[config.mk]
export PLATFORM = sky130hd
export DESIGN_NAME = adcc_trigger_ctrl
export DESIGN_NICKNAME = d
export VERILOG_FILES = /design/src/verilog/adcc_pkg.sv /design/src/verilog/adcc_trigger_ctrl.sv /design/src/verilog/adcc_tad_div.sv
export SDC_FILE = /design/constraint.sdc
export NUM_CORES = 1
export LEC_CHECK = 0
export BUFFER_PORTS_ARGS = -buffer_cell sky130_fd_sc_hd__buf_2
export CORE_MARGIN = 3
export CORE_UTILIZATION = 44
export DETAILED_ROUTE_END_ITERATION = 12
export HOLD_SLACK_MARGIN = 0.03
export PLACE_DENSITY_LB_ADDON = 0.25
export SETUP_SLACK_MARGIN = 0.4
export SYNTH_ARGS = -nofsm -noshare
export SYNTH_HDL_FRONTEND = slang
export SYNTH_HIERARCHICAL = 1
export SYNTH_SLANG_ARGS = --single-unit
[constraint.sdc]
create_clock -name clk_sys_i -period 3 [get_ports clk_sys_i]
set_input_delay 0.45 -clock clk_sys_i [delete_from_list [all_inputs] [get_ports clk_sys_i]]
set_output_delay 0.45 -clock clk_sys_i [all_outputs]
set_load 0.05 [all_outputs]
[src/verilog/adcc_pkg.sv]
// Shared constants and types for the converter trigger control block
package adcc_pkg;

  // Register map (word index on the plain register port)
  localparam int ADDR_W = 4;
  localparam logic [3:0] ADDR_CTRL1 = 4'h0;
  localparam logic [3:0] ADDR_CTRL3 = 4'h1;
  localparam logic [3:0] ADDR_STAT = 4'h2;
  localparam logic [3:0] ADDR_MASK = 4'h3;
  localparam int DATA_W = 16;

  // First control register fields
  localparam int EN_BIT = 15;
  localparam int SRC_LSB = 5;
  localparam int SRC_W = 3;
  localparam int AUTO_BIT = 2;
  localparam int SAMPLE_BIT = 1;
  localparam int DONE_BIT = 0;

  // Third control register fields
  localparam int EXTF_BIT = 15;
  localparam int SAMPLE_COUNT_LSB = 8;
  localparam int SAMPLE_COUNT_W = 5;
  localparam int DIV_LSB = 0;
  localparam int DIV_W = 8;

  // Status and mask layout
  localparam int EVT_W = 3;
  localparam int EVT_DONE = 0;
  localparam int EVT_TRIG = 1;
  localparam int EVT_ABORT = 2;

  // Trigger source codes
  localparam logic [2:0] SRC_SOFT = 3'h0;
  localparam logic [2:0] SRC_EXT = 3'h1;
  localparam logic [2:0] SRC_TIMER = 3'h2;
  localparam logic [2:0] SRC_EVT3 = 3'h3;
  localparam logic [2:0] SRC_COUNT = 3'h7;

  // Values after reset and cycle counts
  localparam logic [2:0] SRC_RST = 3'h0;
  localparam logic [4:0] SAMPLE_COUNT_RST = 5'h00;
  localparam logic [7:0] DIV_RST = 8'h01;
  localparam logic [2:0] MASK_RST = 3'h0;
  localparam int CONV_TADS_DEF = 12;

  // Sequencer states
  typedef enum logic [1:0] {
    ST_IDLE,
    ST_SAMPLE,
    ST_CONVERT
  } adcc_state_t;

endpackage

[src/verilog/adcc_trigger_ctrl.sv]
// Sample/convert sequencer with selectable conversion trigger
module adcc_trigger_ctrl
  import adcc_pkg::*;
#(
  parameter int CONV_TADS = CONV_TADS_DEF,
  parameter int RES_W = 10
) (
  // Clock and reset
  input wire logic clk_sys_i,
  input wire logic rst_i,
  // Register port
  input wire logic [ADDR_W-1:0] addr_i,
  input wire logic [DATA_W-1:0] wr_data_i,
  input wire logic wr_en_i,
  input wire logic rd_en_i,
  output logic [DATA_W-1:0] rd_data_o,
  // Trigger sources
  input wire logic ext_irq_pin_i,
  input wire logic timer_match_i,
  input wire logic event3_i,
  // Converter core
  input wire logic [RES_W-1:0] adc_data_i,
  output logic sampling_o,
  output logic converting_o,
  output logic conv_start_o,
  output logic [RES_W-1:0] result_o,
  output logic result_wr_o,
  // Interrupt
  output logic irq_o
);

  localparam int CW = $clog2(CONV_TADS + 1);

  if (CONV_TADS < 1 || RES_W < 1 || RES_W > DATA_W) begin : g_bad_param
    $error("adcc_trigger_ctrl: CONV_TADS or RES_W out of range");
  end

  // Control fields
  logic en_reg;
  logic [SRC_W-1:0] src_reg;
  logic auto_reg;
  logic sample_reg;
  logic done_reg;
  logic [SAMPLE_COUNT_W-1:0] sample_count_reg;
  logic [DIV_W-1:0] div_reg;
  logic ext_fall_reg;
  logic [EVT_W-1:0] stat_reg;
  logic [EVT_W-1:0] mask_reg;
  logic [EVT_W-1:0] stat_next;

  // Sequencer
  adcc_state_t state_reg;
  logic busy_reg;
  logic [SAMPLE_COUNT_W-1:0] smp_cnt_reg;
  logic [CW-1:0] conv_cnt_reg;
  logic abort_reg;
  logic tad_tick;

  // Pin synchroniser and edge detect
  logic ext_meta_reg;
  logic ext_sync_reg;
  logic ext_prev_reg;
  logic ext_edge;

  // Decoded strobes
  logic wr_c1;
  logic wr_c3;
  logic wr_mask;
  logic rd_stat;
  logic en_off_wr;
  logic abort_now;
  logic cnt_hit;
  logic sw_trig;
  logic hw_fire;
  logic trig;
  logic conv_last;
  logic auto_now;

  // Source decoding, used by the sequencer through hw_fire; the checks decode sources themselves
  function automatic logic hw_trig(input logic [2:0] src,
                                   input logic ext_e,
                                   input logic tmr,
                                   input logic ev3,
                                   input logic cnt);
    case (src)
      SRC_EXT: hw_trig = ext_e;
      SRC_TIMER: hw_trig = tmr;
      SRC_EVT3: hw_trig = ev3;
      SRC_COUNT: hw_trig = cnt;
      default: hw_trig = 1'b0;
    endcase
  endfunction

  // Address decode of the register port
  always_comb begin
    wr_c1 = 1'b0;
    wr_c3 = 1'b0;
    wr_mask = 1'b0;
    rd_stat = 1'b0;
    if (wr_en_i && addr_i == ADDR_CTRL1) begin
      wr_c1 = 1'b1;
    end else if (wr_en_i && addr_i == ADDR_CTRL3) begin
      wr_c3 = 1'b1;
    end else if (wr_en_i && addr_i == ADDR_MASK) begin
      wr_mask = 1'b1;
    end
    if (rd_en_i && addr_i == ADDR_STAT) begin
      rd_stat = 1'b1;
    end
  end

  // Pin passes two flops before the edge detector looks at it
  always_ff @(posedge clk_sys_i or posedge rst_i) begin
    if (rst_i) begin
      ext_meta_reg <= 1'b0;
      ext_sync_reg <= 1'b0;
      ext_prev_reg <= 1'b0;
    end else begin
      ext_meta_reg <= ext_irq_pin_i;
      ext_sync_reg <= ext_meta_reg;
      ext_prev_reg <= ext_sync_reg;
    end
  end

  // Polarity bit picks the active edge
  assign ext_edge = ext_fall_reg ? (ext_prev_reg && !ext_sync_reg)
                                 : (!ext_prev_reg && ext_sync_reg);

  // Conversion clock ticks only while enabled
  adcc_tad_div #(
    .WIDTH(DIV_W)
  ) u_tad_div (
    .clk_sys_i(clk_sys_i),
    .rst_i(rst_i),
    .run_i(en_reg),
    .div_i(div_reg),
    .tick_o(tad_tick)
  );

  // Trigger and abort terms
  assign en_off_wr = wr_c1 && !wr_data_i[EN_BIT];
  // An enabling write may also start sampling in that same cycle
  assign abort_now = wr_c1 ? !wr_data_i[EN_BIT] : !en_reg;
  assign auto_now = wr_c1 ? wr_data_i[AUTO_BIT] : auto_reg;
  // Zero count never fires; software keeps it nonzero
  assign cnt_hit = tad_tick && (sample_count_reg != '0)
                   && ({1'b0, smp_cnt_reg} + 6'h01 == {1'b0, sample_count_reg});
  assign sw_trig = wr_c1 && src_reg == SRC_SOFT && sample_reg
                   && !wr_data_i[SAMPLE_BIT];
  assign hw_fire = hw_trig(src_reg, ext_edge, timer_match_i, event3_i,
                           cnt_hit);
  assign trig = sw_trig || hw_fire;
  assign conv_last = tad_tick && conv_cnt_reg == CW'(CONV_TADS - 1);

  // Software-owned control fields; source changes are accepted any time
  // but are only safe while disabled
  always_ff @(posedge clk_sys_i or posedge rst_i) begin
    if (rst_i) begin
      en_reg <= 1'b0;
      src_reg <= SRC_RST;
      auto_reg <= 1'b0;
    end else if (wr_c1) begin
      en_reg <= wr_data_i[EN_BIT];
      src_reg <= wr_data_i[SRC_LSB +: SRC_W];
      auto_reg <= wr_data_i[AUTO_BIT];
    end
  end

  // Timing fields and pin polarity
  always_ff @(posedge clk_sys_i or posedge rst_i) begin
    if (rst_i) begin
      sample_count_reg <= SAMPLE_COUNT_RST;
      div_reg <= DIV_RST;
      ext_fall_reg <= 1'b0;
    end else if (wr_c3) begin
      sample_count_reg <= wr_data_i[SAMPLE_COUNT_LSB +: SAMPLE_COUNT_W];
      div_reg <= wr_data_i[DIV_LSB +: DIV_W];
      ext_fall_reg <= wr_data_i[EXTF_BIT];
    end
  end

  // Sample/convert sequencer; abort outranks everything
  always_ff @(posedge clk_sys_i or posedge rst_i) begin
    if (rst_i) begin
      state_reg <= ST_IDLE;
      sample_reg <= 1'b0;
      done_reg <= 1'b0;
      busy_reg <= 1'b0;
      smp_cnt_reg <= '0;
      conv_cnt_reg <= '0;
      conv_start_o <= 1'b0;
      result_wr_o <= 1'b0;
      result_o <= '0;
      abort_reg <= 1'b0;
    end else begin
      conv_start_o <= 1'b0;
      result_wr_o <= 1'b0;
      abort_reg <= 1'b0;
      if (abort_now) begin
        // Result port untouched: last complete result stays visible
        if (state_reg == ST_CONVERT) begin
          abort_reg <= 1'b1;
        end
        state_reg <= ST_IDLE;
        sample_reg <= 1'b0;
        busy_reg <= 1'b0;
      end else begin
        case (state_reg)
          ST_IDLE: begin
            // Manual set of the sample bit or auto mode starts sampling
            if ((wr_c1 && wr_data_i[SAMPLE_BIT]) || auto_now) begin
              state_reg <= ST_SAMPLE;
              sample_reg <= 1'b1;
              smp_cnt_reg <= '0;
            end
          end
          ST_SAMPLE: begin
            if (trig) begin
              state_reg <= ST_CONVERT;
              sample_reg <= 1'b0;
              done_reg <= 1'b0;
              busy_reg <= 1'b1;
              conv_cnt_reg <= '0;
              conv_start_o <= 1'b1;
            end else if (wr_c1 && !wr_data_i[SAMPLE_BIT]) begin
              // Manual stop in a hardware mode ends sampling only
              state_reg <= ST_IDLE;
              sample_reg <= 1'b0;
            end else if (tad_tick) begin
              smp_cnt_reg <= smp_cnt_reg + 1'b1;
            end
          end
          ST_CONVERT: begin
            if (conv_last) begin
              done_reg <= 1'b1;
              busy_reg <= 1'b0;
              result_wr_o <= 1'b1;
              result_o <= adc_data_i;
              if (auto_now) begin
                state_reg <= ST_SAMPLE;
                sample_reg <= 1'b1;
                smp_cnt_reg <= '0;
              end else begin
                state_reg <= ST_IDLE;
              end
            end else if (tad_tick) begin
              conv_cnt_reg <= conv_cnt_reg + 1'b1;
            end
          end
          default: begin
            state_reg <= ST_IDLE;
          end
        endcase
      end
    end
  end

  assign sampling_o = sample_reg;
  assign converting_o = busy_reg;

  // Sticky events; a new event in the clearing read survives it
  always_comb begin
    stat_next = rd_stat ? '0 : stat_reg;
    stat_next[EVT_DONE] = stat_next[EVT_DONE] | result_wr_o;
    stat_next[EVT_TRIG] = stat_next[EVT_TRIG] | conv_start_o;
    stat_next[EVT_ABORT] = stat_next[EVT_ABORT] | abort_reg;
  end

  // Status, mask and interrupt line
  always_ff @(posedge clk_sys_i or posedge rst_i) begin
    if (rst_i) begin
      stat_reg <= '0;
      mask_reg <= MASK_RST;
      irq_o <= 1'b0;
    end else begin
      stat_reg <= stat_next;
      if (wr_mask) begin
        mask_reg <= wr_data_i[EVT_W-1:0];
      end
      irq_o <= |(stat_next & (wr_mask ? wr_data_i[EVT_W-1:0] : mask_reg));
    end
  end

  // Read data stand for exactly one cycle; unmapped reads give zero
  always_ff @(posedge clk_sys_i or posedge rst_i) begin
    if (rst_i) begin
      rd_data_o <= '0;
    end else if (!rd_en_i) begin
      rd_data_o <= '0;
    end else if (addr_i == ADDR_CTRL1) begin
      rd_data_o <= {en_reg, 7'h00, src_reg, 2'h0, auto_reg, sample_reg,
                    done_reg};
    end else if (addr_i == ADDR_CTRL3) begin
      rd_data_o <= {ext_fall_reg, 2'h0, sample_count_reg, div_reg};
    end else if (addr_i == ADDR_STAT) begin
      rd_data_o <= {13'h0000, stat_reg};
    end else if (addr_i == ADDR_MASK) begin
      rd_data_o <= {13'h0000, mask_reg};
    end else begin
      rd_data_o <= '0;
    end
  end

  // Checks beside the sequencer

  a_soft_trig_start: assert property (
    @(posedge clk_sys_i) disable iff (rst_i)
    (state_reg == ST_SAMPLE && sw_trig && !abort_now)
      |=> (converting_o && conv_start_o && !sampling_o))
    else $error("software clear of sample bit did not start conversion");

  a_manual_sample: assert property (
    @(posedge clk_sys_i) disable iff (rst_i)
    (state_reg == ST_IDLE && !abort_now && wr_c1 && wr_data_i[SAMPLE_BIT])
      |=> sampling_o)
    else $error("setting sample bit did not start sampling");

  a_auto_resample: assert property (
    @(posedge clk_sys_i) disable iff (rst_i)
    (state_reg == ST_CONVERT && conv_last && !abort_now && auto_now)
      |=> (sampling_o && done_reg && result_wr_o))
    else $error("auto mode did not resume sampling after conversion");

  a_auto_stops: assert property (
    @(posedge clk_sys_i) disable iff (rst_i)
    (state_reg == ST_CONVERT && conv_last && !abort_now && !auto_now)
      |=> (!sampling_o && !converting_o && done_reg)
      ##1 (!sampling_o || $past(wr_c1)))
    else $error("sampling restarted with auto mode off");

  a_count_trig: assert property (
    @(posedge clk_sys_i) disable iff (rst_i)
    (state_reg == ST_SAMPLE && src_reg == SRC_COUNT && cnt_hit
     && !abort_now) |=> conv_start_o)
    else $error("counted trigger missed its sample count");

  a_ext_trig: assert property (
    @(posedge clk_sys_i) disable iff (rst_i)
    (state_reg == ST_SAMPLE && src_reg == SRC_EXT && ext_edge
     && !abort_now) |=> conv_start_o)
    else $error("pin edge did not end sampling");

  a_timer_trig: assert property (
    @(posedge clk_sys_i) disable iff (rst_i)
    (state_reg == ST_SAMPLE && src_reg == SRC_TIMER && timer_match_i
     && !abort_now) |=> conv_start_o)
    else $error("timer match did not end sampling");

  a_reserved_quiet: assert property (
    @(posedge clk_sys_i) disable iff (rst_i)
    (src_reg inside {3'h4, 3'h5, 3'h6} && !wr_c1) |=> !conv_start_o)
    else $error("reserved source code produced a trigger");

  a_done_cleared: assert property (
    @(posedge clk_sys_i) disable iff (rst_i)
    conv_start_o |-> (!done_reg && !sampling_o && converting_o))
    else $error("conversion start left done or sample bit set");

  a_abort_nowrite: assert property (
    @(posedge clk_sys_i) disable iff (rst_i)
    (converting_o && en_off_wr)
      |=> (!converting_o && !result_wr_o && !done_reg && abort_reg))
    else $error("disable during conversion wrote a result");

endmodule

[src/verilog/adcc_tad_div.sv]
// Conversion clock divider: one-cycle tick every div_i+1 system clocks
module adcc_tad_div
  import adcc_pkg::*;
#(
  parameter int WIDTH = DIV_W
) (
  // Clock and reset
  input wire logic clk_sys_i,
  input wire logic rst_i,
  // Control
  input wire logic run_i,
  input wire logic [WIDTH-1:0] div_i,
  // Tick out
  output logic tick_o
);

  if (WIDTH < 1) begin : g_bad_width
    $error("adcc_tad_div: WIDTH must be at least 1");
  end

  logic [WIDTH-1:0] cnt_reg;

  // Free count while running; restarts from zero so the first tick after
  // enable comes a full period later
  always_ff @(posedge clk_sys_i or posedge rst_i) begin
    if (rst_i) begin
      cnt_reg <= '0;
      tick_o <= 1'b0;
    end else if (!run_i) begin
      cnt_reg <= '0;
      tick_o <= 1'b0;
    end else if (cnt_reg >= div_i) begin
      cnt_reg <= '0;
      tick_o <= 1'b1;
    end else begin
      cnt_reg <= cnt_reg + 1'b1;
      tick_o <= 1'b0;
    end
  end

endmodule

* Yosys cells after proc, flatten, opt, wreduce, memory -nomap -nowiden
Cells that the tools add are included.
Widths: inputs -> output; s select.
** Word-level totals
- Bits in registers :: 81
- Bits in latches :: 0
- Bits in read-only memories :: 0
- Bits in writable memories :: 0
- Memories :: 0
- Word-level logic and storage cells :: 159
- Input bits :: 37
- Output and inout port bits :: 31
** Cells by class
- Equal/unequal tests :: 25
- Mux-type cells :: 62
- Order comparisons :: 1
- Reduce and logical (&&, ||, !) cells :: 37
- Divide/modulo/power cells :: 0
- Add/sub/neg operators :: 4
- Bitwise logic cells :: 5
- Shifts and indexed selects :: 0
- Multiply operators :: 0
** Operators with widths (count)
- $mux 16 :: 3
- $mux 1 :: 32
- $mux 5 :: 6
- $mux 8 :: 2
- $pmux 5 s3 :: 1
- $logic_and 1x1->1 :: 14
- $ne 2x2->1 const B :: 7
- $mux 3 :: 4
- $mux 4 :: 3
- $ne 3x3->1 const B :: 4
- $mux 2 :: 5
- $reduce_and 5->1 :: 2
- $reduce_and 3->1 :: 3
- $add 8x1->8 const B :: 1
- $eq 4x2->1 const B :: 2
- $ge 8x8->1 :: 1
- $pmux 4 s2 :: 1
- $reduce_and 8->1 :: 1
- $add 5x1->6 const B :: 1
- $eq 3x2->1 const B :: 2
- $eq 6x5->1 :: 1
- $pmux 2 s3 :: 1
- $reduce_bool 3->1 :: 2
- $add 5x1->5 const B :: 1
- other kinds (25) :: 34

* Depth between registers and ports, before layout
Gate-level depths: netlist of run 1.
- Depth after elaboration :: 10
- Depth in mapped cells :: 8
- Depth with buffers taken out :: 8

* Modules after synthesis
The synthesis of run 1 kept the hierarchy.
** Modules (own cells, without submodules)
- adcc_trigger_ctrl :: seq. area each 1752.9 µm², area each 3186.8 µm², instances 1, cells an instance 263
- adcc_tad_div :: seq. area each 225.2 µm², area each 600.6 µm², instances 1, cells an instance 60

* Worst setup path after synthesis of run 1
Ideal clock, no wire load.
- Path kind :: register to register
- Start :: reg smp_cnt_reg[0]
- End :: reg smp_cnt_reg[4]
- Path buffers :: 0
- Library setup time :: 0.069 ns
- Period minus slack after synthesis :: 2.034 ns
- Data required time :: 2.931 ns
- Arrival time :: 1.965 ns
- Cell stages (with the launch flop) :: 8
- Path slack :: 0.966 ns
- Path through :: dfrtp_1 -> ha_1 -> nand3_2 -> xor2_1 -> mux2i_2 -> o31ai_4 -> or4_1 -> nand3_1
** On the way
- Word-level cells in the longest chain between the ends :: 7
- Elaborated cells on any way between the ends :: 12
- Classes of those cells :: add/sub (2); eq/ne (2); mux (5); reduce/logical (3)
** RTL lines
- start: declaration :: line adcc_trigger_ctrl.sv:54 : logic [SAMPLE_COUNT_W-1:0] smp_cnt_reg;
- start signal: assignment :: line adcc_trigger_ctrl.sv:230 : smp_cnt_reg <= smp_cnt_reg + 1'b1;
- $add 5x1->6 :: line adcc_trigger_ctrl.sv:147 : && ({1'b0, smp_cnt_reg} + 6'h01 == {1'b0, sample_count_reg});
- $eq 6x5->1 :: line adcc_trigger_ctrl.sv:147
- $logic_and 1x1->1 :: line adcc_trigger_ctrl.sv:147
- $pmux 1 s4 :: line adcc_trigger_ctrl.sv:85 : case (src)
- $logic_or 1x1->1 :: line adcc_trigger_ctrl.sv:152 : assign trig = sw_trig || hw_fire;
- $ne 2x2->1 (no source line)
- $reduce_and 8->1 (no source line)
Several ways; a longest one is shown, not always the timed one. The select of a mux whose other input is x is not followed.
A chain may end at the register's enable or synchronous reset.

* Worst setup path after layout of run 1
Ends and elaborated chain as after synthesis.

==> impl_metrics.csv, run 1 <==
group,metric,value,unit
sta,rsz0062_at_grt,"false",
critical_path,r2r_slack,0.77,ns
critical_path,cp-start-kind,"register",
power,switching_share,0.3008,
floorplan,die_h,98.78,µm
critical_path,rr_startpoint,"smp_cnt_reg[0]",
floorplan,dieArea,0.009757,mm²
critical_path,reg2reg_depth,7,
floorplan,initial_utilization,0.4564,
power,vdd_ir_drop_max,0.3808,mV
place,dp_hpwl,5758,µm
clocking,cts_buffer_depth,2,
yosys,ys_types,65,
route,viasPerCell,5.236,
sta,worst_pin_slew,0.6876,ns
final_layout,final_nets,443,
sta,clock-skew-final,0.008957,ns
final_layout,final_layout_size_suffix_gt1_frac,0.3450,
yosys,ys_seq_elements,79,
global_routing,grt_max_degree,40,
floorplan,die_w,98.78,µm
route,drtAntennaViolNets,0,
critical_path,setup.worst_path.end_class,"register",
final_layout,top_register,"rd_data_o",
critical_path,r2r_end,"smp_cnt_reg[4]",
place,io_buffers,63,
critical_path,crit_start,"smp_cnt_reg[0]",
final_layout,top_regs,"rd_data_o x14, result_o x10",
yosys,synth_mux_area_frac,0.1179,
power,p_comb_frac,0.189,
route,drc,0,
yosys,synth_fa_ha_area_frac,0.03634,
sta,hold_viol_final,0,
clocking,cts_hold_buf,0,
power,p_per_area,606.2,mW/mm²
sta,finalSetupTns,0,ns
critical_path,crit_type,"reg2reg",
power,p_clk_frac,0.335,
clocking,cts_inserted_buffers,9,
floorplan,rows,33,
critical_path,cp_max_fo,8,
critical_path,worstPathRequired,3.28,ns
clocking,clockRootBuffer,"clkbuf_8",
clocking,cts_tree,"yes",
power,sequentialPowerShare,0.476,
power,p_switching,812.8,µW
clocking,cts_sinks,79,
place,routabilityCongestion,0.8261,
floorplan,io_pins,68,
route,wl_per_cell,15.26,µm
floorplan,core-area,0.008299,mm²
final_layout,antenna_cells,0,
yosys,synth_warnings,6,
global_routing,grt_antenna_before_repair,0,
route,vias,2644,
yosys,synth_xor_area_frac,0.02544,
sta,post-route-period-util,0.7433,
route,drt_iter0_drc,106,
final_layout,final_util,0.5372,
clocking,insertion_delay,0.35,ns
yosys,syn-cell-area,0.003787,mm²
yosys,synth_top_family_by_area,"simple AND/OR/NAND/NOR gates",
sta,slew-limit-headroom,0.5409,
power,cellLeakagePower,2.261,nW
yosys,syn-mean-instance-area,11.73,µm²
route,drt_wl_total,7707,µm
yosys,synthCells,323,
clocking,clk_pin_slew,0.08,ns
sta,slew_violations,0,
global_routing,grt_pass1_wl,13080,µm
yosys,async_reset_ff_frac,1.000,
run,maxCapViolCount,0,
global_routing,grt_pass1_vias,2732,
hold_path,hold_path.class,"in2async",
clocking,post_cts_buffers,0,
status,status,"finished clean",
final_layout,largest_reg_flops,14,
final_layout,mostFrequentLayoutCells,"dfrtp_1 (78), buf_2 (63), mux2_2 (28)",
sta,setup_viol,0,
clocking,post_cts_resized,0,
clocking,cts.htree.levels,3,
power,p_int,1.890,mW
route,drtPass1Iterations,4,
global_routing,track_usage,0.1670,
sta,max_freq,448.4,MHz
final_layout,layout_commonest_cell,"dfrtp_1",
sta,layout_min_cycle_time,2.230,ns
yosys,synth_edf_count,0,
final_layout,syn2layout_area_growth,17.71,%
yosys,ys.flop_type,"dfrtp_1",
yosys,ys_seq_area_frac,0.5223,
critical_path,arrival,2.51,ns
yosys,synth_compound_area_frac,0.1084,
yosys,yosys.area_share.simple,0.1549,
global_routing,grt_overflow,0,
[cells by family after synthesis]
| kind of cell | Yosys count |
|---|---|
| other | 1 |
| muxes | 37 |
| adders and majority gates | 11 |
| DFF | 79 |
| and+or+nand+nor | 107 |
| AOI/OAI and AO/OA | 50 |
| xor gates and xnor gates | 11 |
| buffers and inverters | 27 |
[area by class of cell]
cell class                 count  area, µm²
multi-input combinational    218       1685
timing repair buffer          68      365.4
sequential                    79       1978
clock inverter                 7      102.6
tap                          105      131.4
clock buffer                   9      123.9
inverter                      19      71.32
fill                         754       3841
[cells in the mapped netlist, drive strengths merged, types with 4 or more instances]
library cell	number	share of area
xor2	7	0.016
mux2i	6	0.017
nand2	22	0.022
nand3	13	0.019
xnor2	4	0.0092
mux2	28	0.083
dfrtp	78	0.52
o211ai	5	0.0099
and2	9	0.015
o21ai	6	0.0089
and3	7	0.012
buf	8	0.015
nor2	25	0.026
a21oi	10	0.017
inv	19	0.019
a21o	7	0.014
ha	11	0.036
nand2b	6	0.0099
[through the flow]
stage          area, µm²  hold slack [ns]  power [mW]  std cells  setup WS, ns
6_report            4458          0.07672       2.702        505        0.7700
5_1_grt             4458          0.09250       2.853        505        0.6275
4_1_cts             4458          0.06950       2.729        505        0.7728
3_5_place_dp        4232           0.3477       1.825        489        0.7815
3_3_place_gp        4232           0.3359       1.804        489        0.7938
2_1_floorplan       3791           0.2779       1.687        324        0.7834
[per-layer routing]
layer	part of all wire	GRT usage	up-vias
met1	0.46	0.2183	1298
met3	0.041	0.03892	9
met4	0.012	0.04727	0
li1	-	-	1288
met2	0.49	0.2784	49
met5	0	0	-
[worst max path at each step]
stage,slack [ns],cells past startpoint,endpoint
detailed placement,0.78,8,conv_cnt_reg[1]
global route,0.63,7,smp_cnt_reg[4]
CTS,0.77,7,smp_cnt_reg[4]
global placement,0.79,8,conv_cnt_reg[1]
floorplan,0.78,1,abort_reg
finish,0.77,7,smp_cnt_reg[4]
[power by group through the flow]
| stage | clock network (mW) | registers, mW | logic (mW) |
|---|---|---|---|
| 2_1_floorplan | 0 | 1.30 | 0.383 |
| 3_3_place_gp | 0 | 1.30 | 0.502 |
| 3_5_place_dp | 0 | 1.31 | 0.516 |
| 4_1_cts | 0.923 | 1.29 | 0.519 |
| 5_1_grt | 0.980 | 1.31 | 0.567 |
| 6_report | 0.904 | 1.29 | 0.512 |
[worst max-delay path, stage by stage, from the launching register on]
cell and delay [ns]:
dfrtp_1 0.47, ha_1 0.30, nand3_2 0.12, xor2_1 0.21, mux2i_2 0.31, o31ai_4 0.15
or4_1 0.52, nand3_1 0.08
Power figures use the tool's default switching activity.
==> inputs of run 2 (changes only) <==
==> constraint.sdc (replaced) <==
create_clock -name clk_sys_i -period 1.8 [get_ports clk_sys_i]
set_input_delay 0.27 -clock clk_sys_i [delete_from_list [all_inputs] [get_ports clk_sys_i]]
set_output_delay 0.27 -clock clk_sys_i [all_outputs]
set_load 0.05 [all_outputs]
==> impl_metrics.csv, run 2 (synthesized netlist as in run 1, its figures left out) <==
group,metric,value,unit
power,cellLeakagePower,2.610,nW
sta,post-route-period-util,1.139,
sta,slew-limit-headroom,0.5839,
sta,worst_pin_slew,0.6235,ns
clocking,insertion_delay,0.35,ns
clocking,cts_tree,"yes",
final_layout,mostFrequentLayoutCells,"dfrtp_1 (76), buf_2 (60), buf_4 (49)",
route,drtPass1Iterations,4,
route,wl_per_cell,15.33,µm
sta,finalSetupTns,-2.191,ns
route,drt_iter0_drc,109,
clocking,clk_pin_slew,0.09,ns
floorplan,initial_utilization,0.4564,
global_routing,globalRouteMet1Util,0.2315,
place,io_buffers,63,
global_routing,grt_util_met3,0.03751,
status,status,"finished, violations left",
sta,rsz0062_at_grt,"true",
critical_path,crit_type,"reg2reg",
route,vias,2899,
clocking,cts_inserted_buffers,9,
clocking,cts.htree.levels,3,
final_layout,fillers,663,
hold_path,hold_path.class,"in2reg",
critical_path,cp-start-kind,"register",
critical_path,setup.worst_path.end_class,"register",
route,drtAntennaViolNets,0,
floorplan,core-area,0.008299,mm²
clocking,clockRootBuffer,"clkbuf_8",
route,viasPerCell,5.168,
final_layout,top_regs,"rd_data_o x14, result_o x10",
power,vdd_ir_drop_max,0.4234,mV
final_layout,multi_input_area,0.001988,mm²
global_routing,grt_max_degree,71,
floorplan,die_h,98.78,µm
run,maxCapViolCount,0,
floorplan,io_pins,68,
critical_path,cp_max_fo,4,
global_routing,grt_overflow,0,
critical_path,r2r_slack,-0.25,ns
final_layout,top_register,"rd_data_o",
final_layout,layout_commonest_cell,"dfrtp_1",
clocking,cts_sinks,79,
final_layout,antenna_cells,0,
floorplan,die_w,98.78,µm
final_layout,final_cells,561,
final_layout,syn2layout_area_growth,38.02,%
sta,fin_ws,-0.2499,ns
floorplan,dieArea,0.009757,mm²
final_layout,final_layout_size_suffix_gt1_frac,0.4825,
place,dp_hpwl,6078,µm
final_layout,final_nets,499,
final_layout,largest_reg_flops,14,
critical_path,worstPathRequired,2.10,ns
power,p_per_area,876.9,mW/mm²
global_routing,track_usage,0.1834,
sta,setup_viol,15,
global_routing,grt_antenna_before_repair,0,
sta,max_freq,487.8,MHz
global_routing,top_usage_layer,"met2",
place,routabilityCongestion,0.8172,
clocking,cts_buffer_depth,2,
route,drc,0,
sta,layout_min_cycle_time,2.050,ns
place,dp_cells,530,
sta,clock-skew-final,0.01218,ns
floorplan,rows,33,
global_routing,grt_pass1_vias,2975,
global_routing,globalRouteMet2Util,0.3022,
status,violations,"negative setup slack",
sta,slew_violations,0,
final_layout,ff_latch_area,0.001981,mm²
sta,hold_viol_final,0,
route,drt_wl_total,8601,µm
global_routing,grt_pass1_wl,14230,µm
critical_path,arrival,2.34,ns
## run 2: worst paths after layout
path | cells past startpoint | endpoint | startpoint
worst max-delay path | 8 | smp_cnt_reg[4] | smp_cnt_reg[1]
worst min-delay path | 2 | sample_count_reg[1] | wr_data_i[9]
worst max register to register | 8 | smp_cnt_reg[4] | smp_cnt_reg[1]
worst min register to register | 0 | ext_sync_reg | ext_meta_reg
max in group asynchronous | 4 | div_reg[0] | rst_i
min in group asynchronous | 3 | u_tad_div/cnt_reg[3] | rst_i
## run 2: power by group
part | total [mW] | internal [mW] | switching, mW
logic | 1.20 | 0.609 | 0.590
clock network | 1.24 | 0.555 | 0.688
registers | 2.14 | 1.96 | 0.180
total | 4.58 | 3.13 | 1.46
## run 2: timing repair
item / 4_1_cts / 5_1_grt
endpoints found under the setup margin: 39 / 45
pin swaps: 17 / 15
setup buffers: 6 / 7
gates resized for setup: 19 / 27
hold endpoints to repair: 33 / 0
hold buffers: 2 / 0
## run 2: area by class of cell
| class | count | share of cell area |
|---|---|---|
| multi-input cells | 218 | 0.3803 |
| flip-flops and latches | 79 | 0.3789 |
| repair buffers | 124 | 0.1654 |
| clock buffers | 10 | 0.02633 |
| well taps | 105 | 0.02513 |
| inverters | 19 | 0.01436 |
| clock inverters | 6 | 0.009574 |
## run 2: metal layers
layer	vias to the layer above	wire length (µm)
met2	60	4301
met1	1425	3790
li1	1401	-
met5	-	0
met3	13	349
met4	0	159
## run 2: stage by stage
| step | total power, mW | setup WS, ns | util | instance area, µm² | hold WS (ns) |
|---|---|---|---|---|---|
| after floorplan | 2.866 | -0.03570 | - | 3940 | 0.09792 |
| after global placement | 3.184 | -0.1772 | 0.5667 | 4703 | 0.2855 |
| after detailed placement | 3.219 | -0.2407 | 0.5667 | 4703 | 0.2916 |
| after CTS | 4.526 | -0.1582 | 0.6086 | 5051 | 0.1221 |
| after global routing | 4.824 | -0.3071 | 0.6299 | 5228 | 0.1310 |
| final | 4.584 | -0.2499 | 0.6299 | 5228 | 0.1399 |
## run 2: worst max-delay path, cell delays in order, from the launching register on
cell	delay, ns
dfrtp_1	0.44
ha_4	0.21
nand3_4	0.11
xor2_4	0.20
mux2i_4	0.29
o31ai_4	0.10
buf_6	0.14
or4_4	0.41
nand3_2	0.08
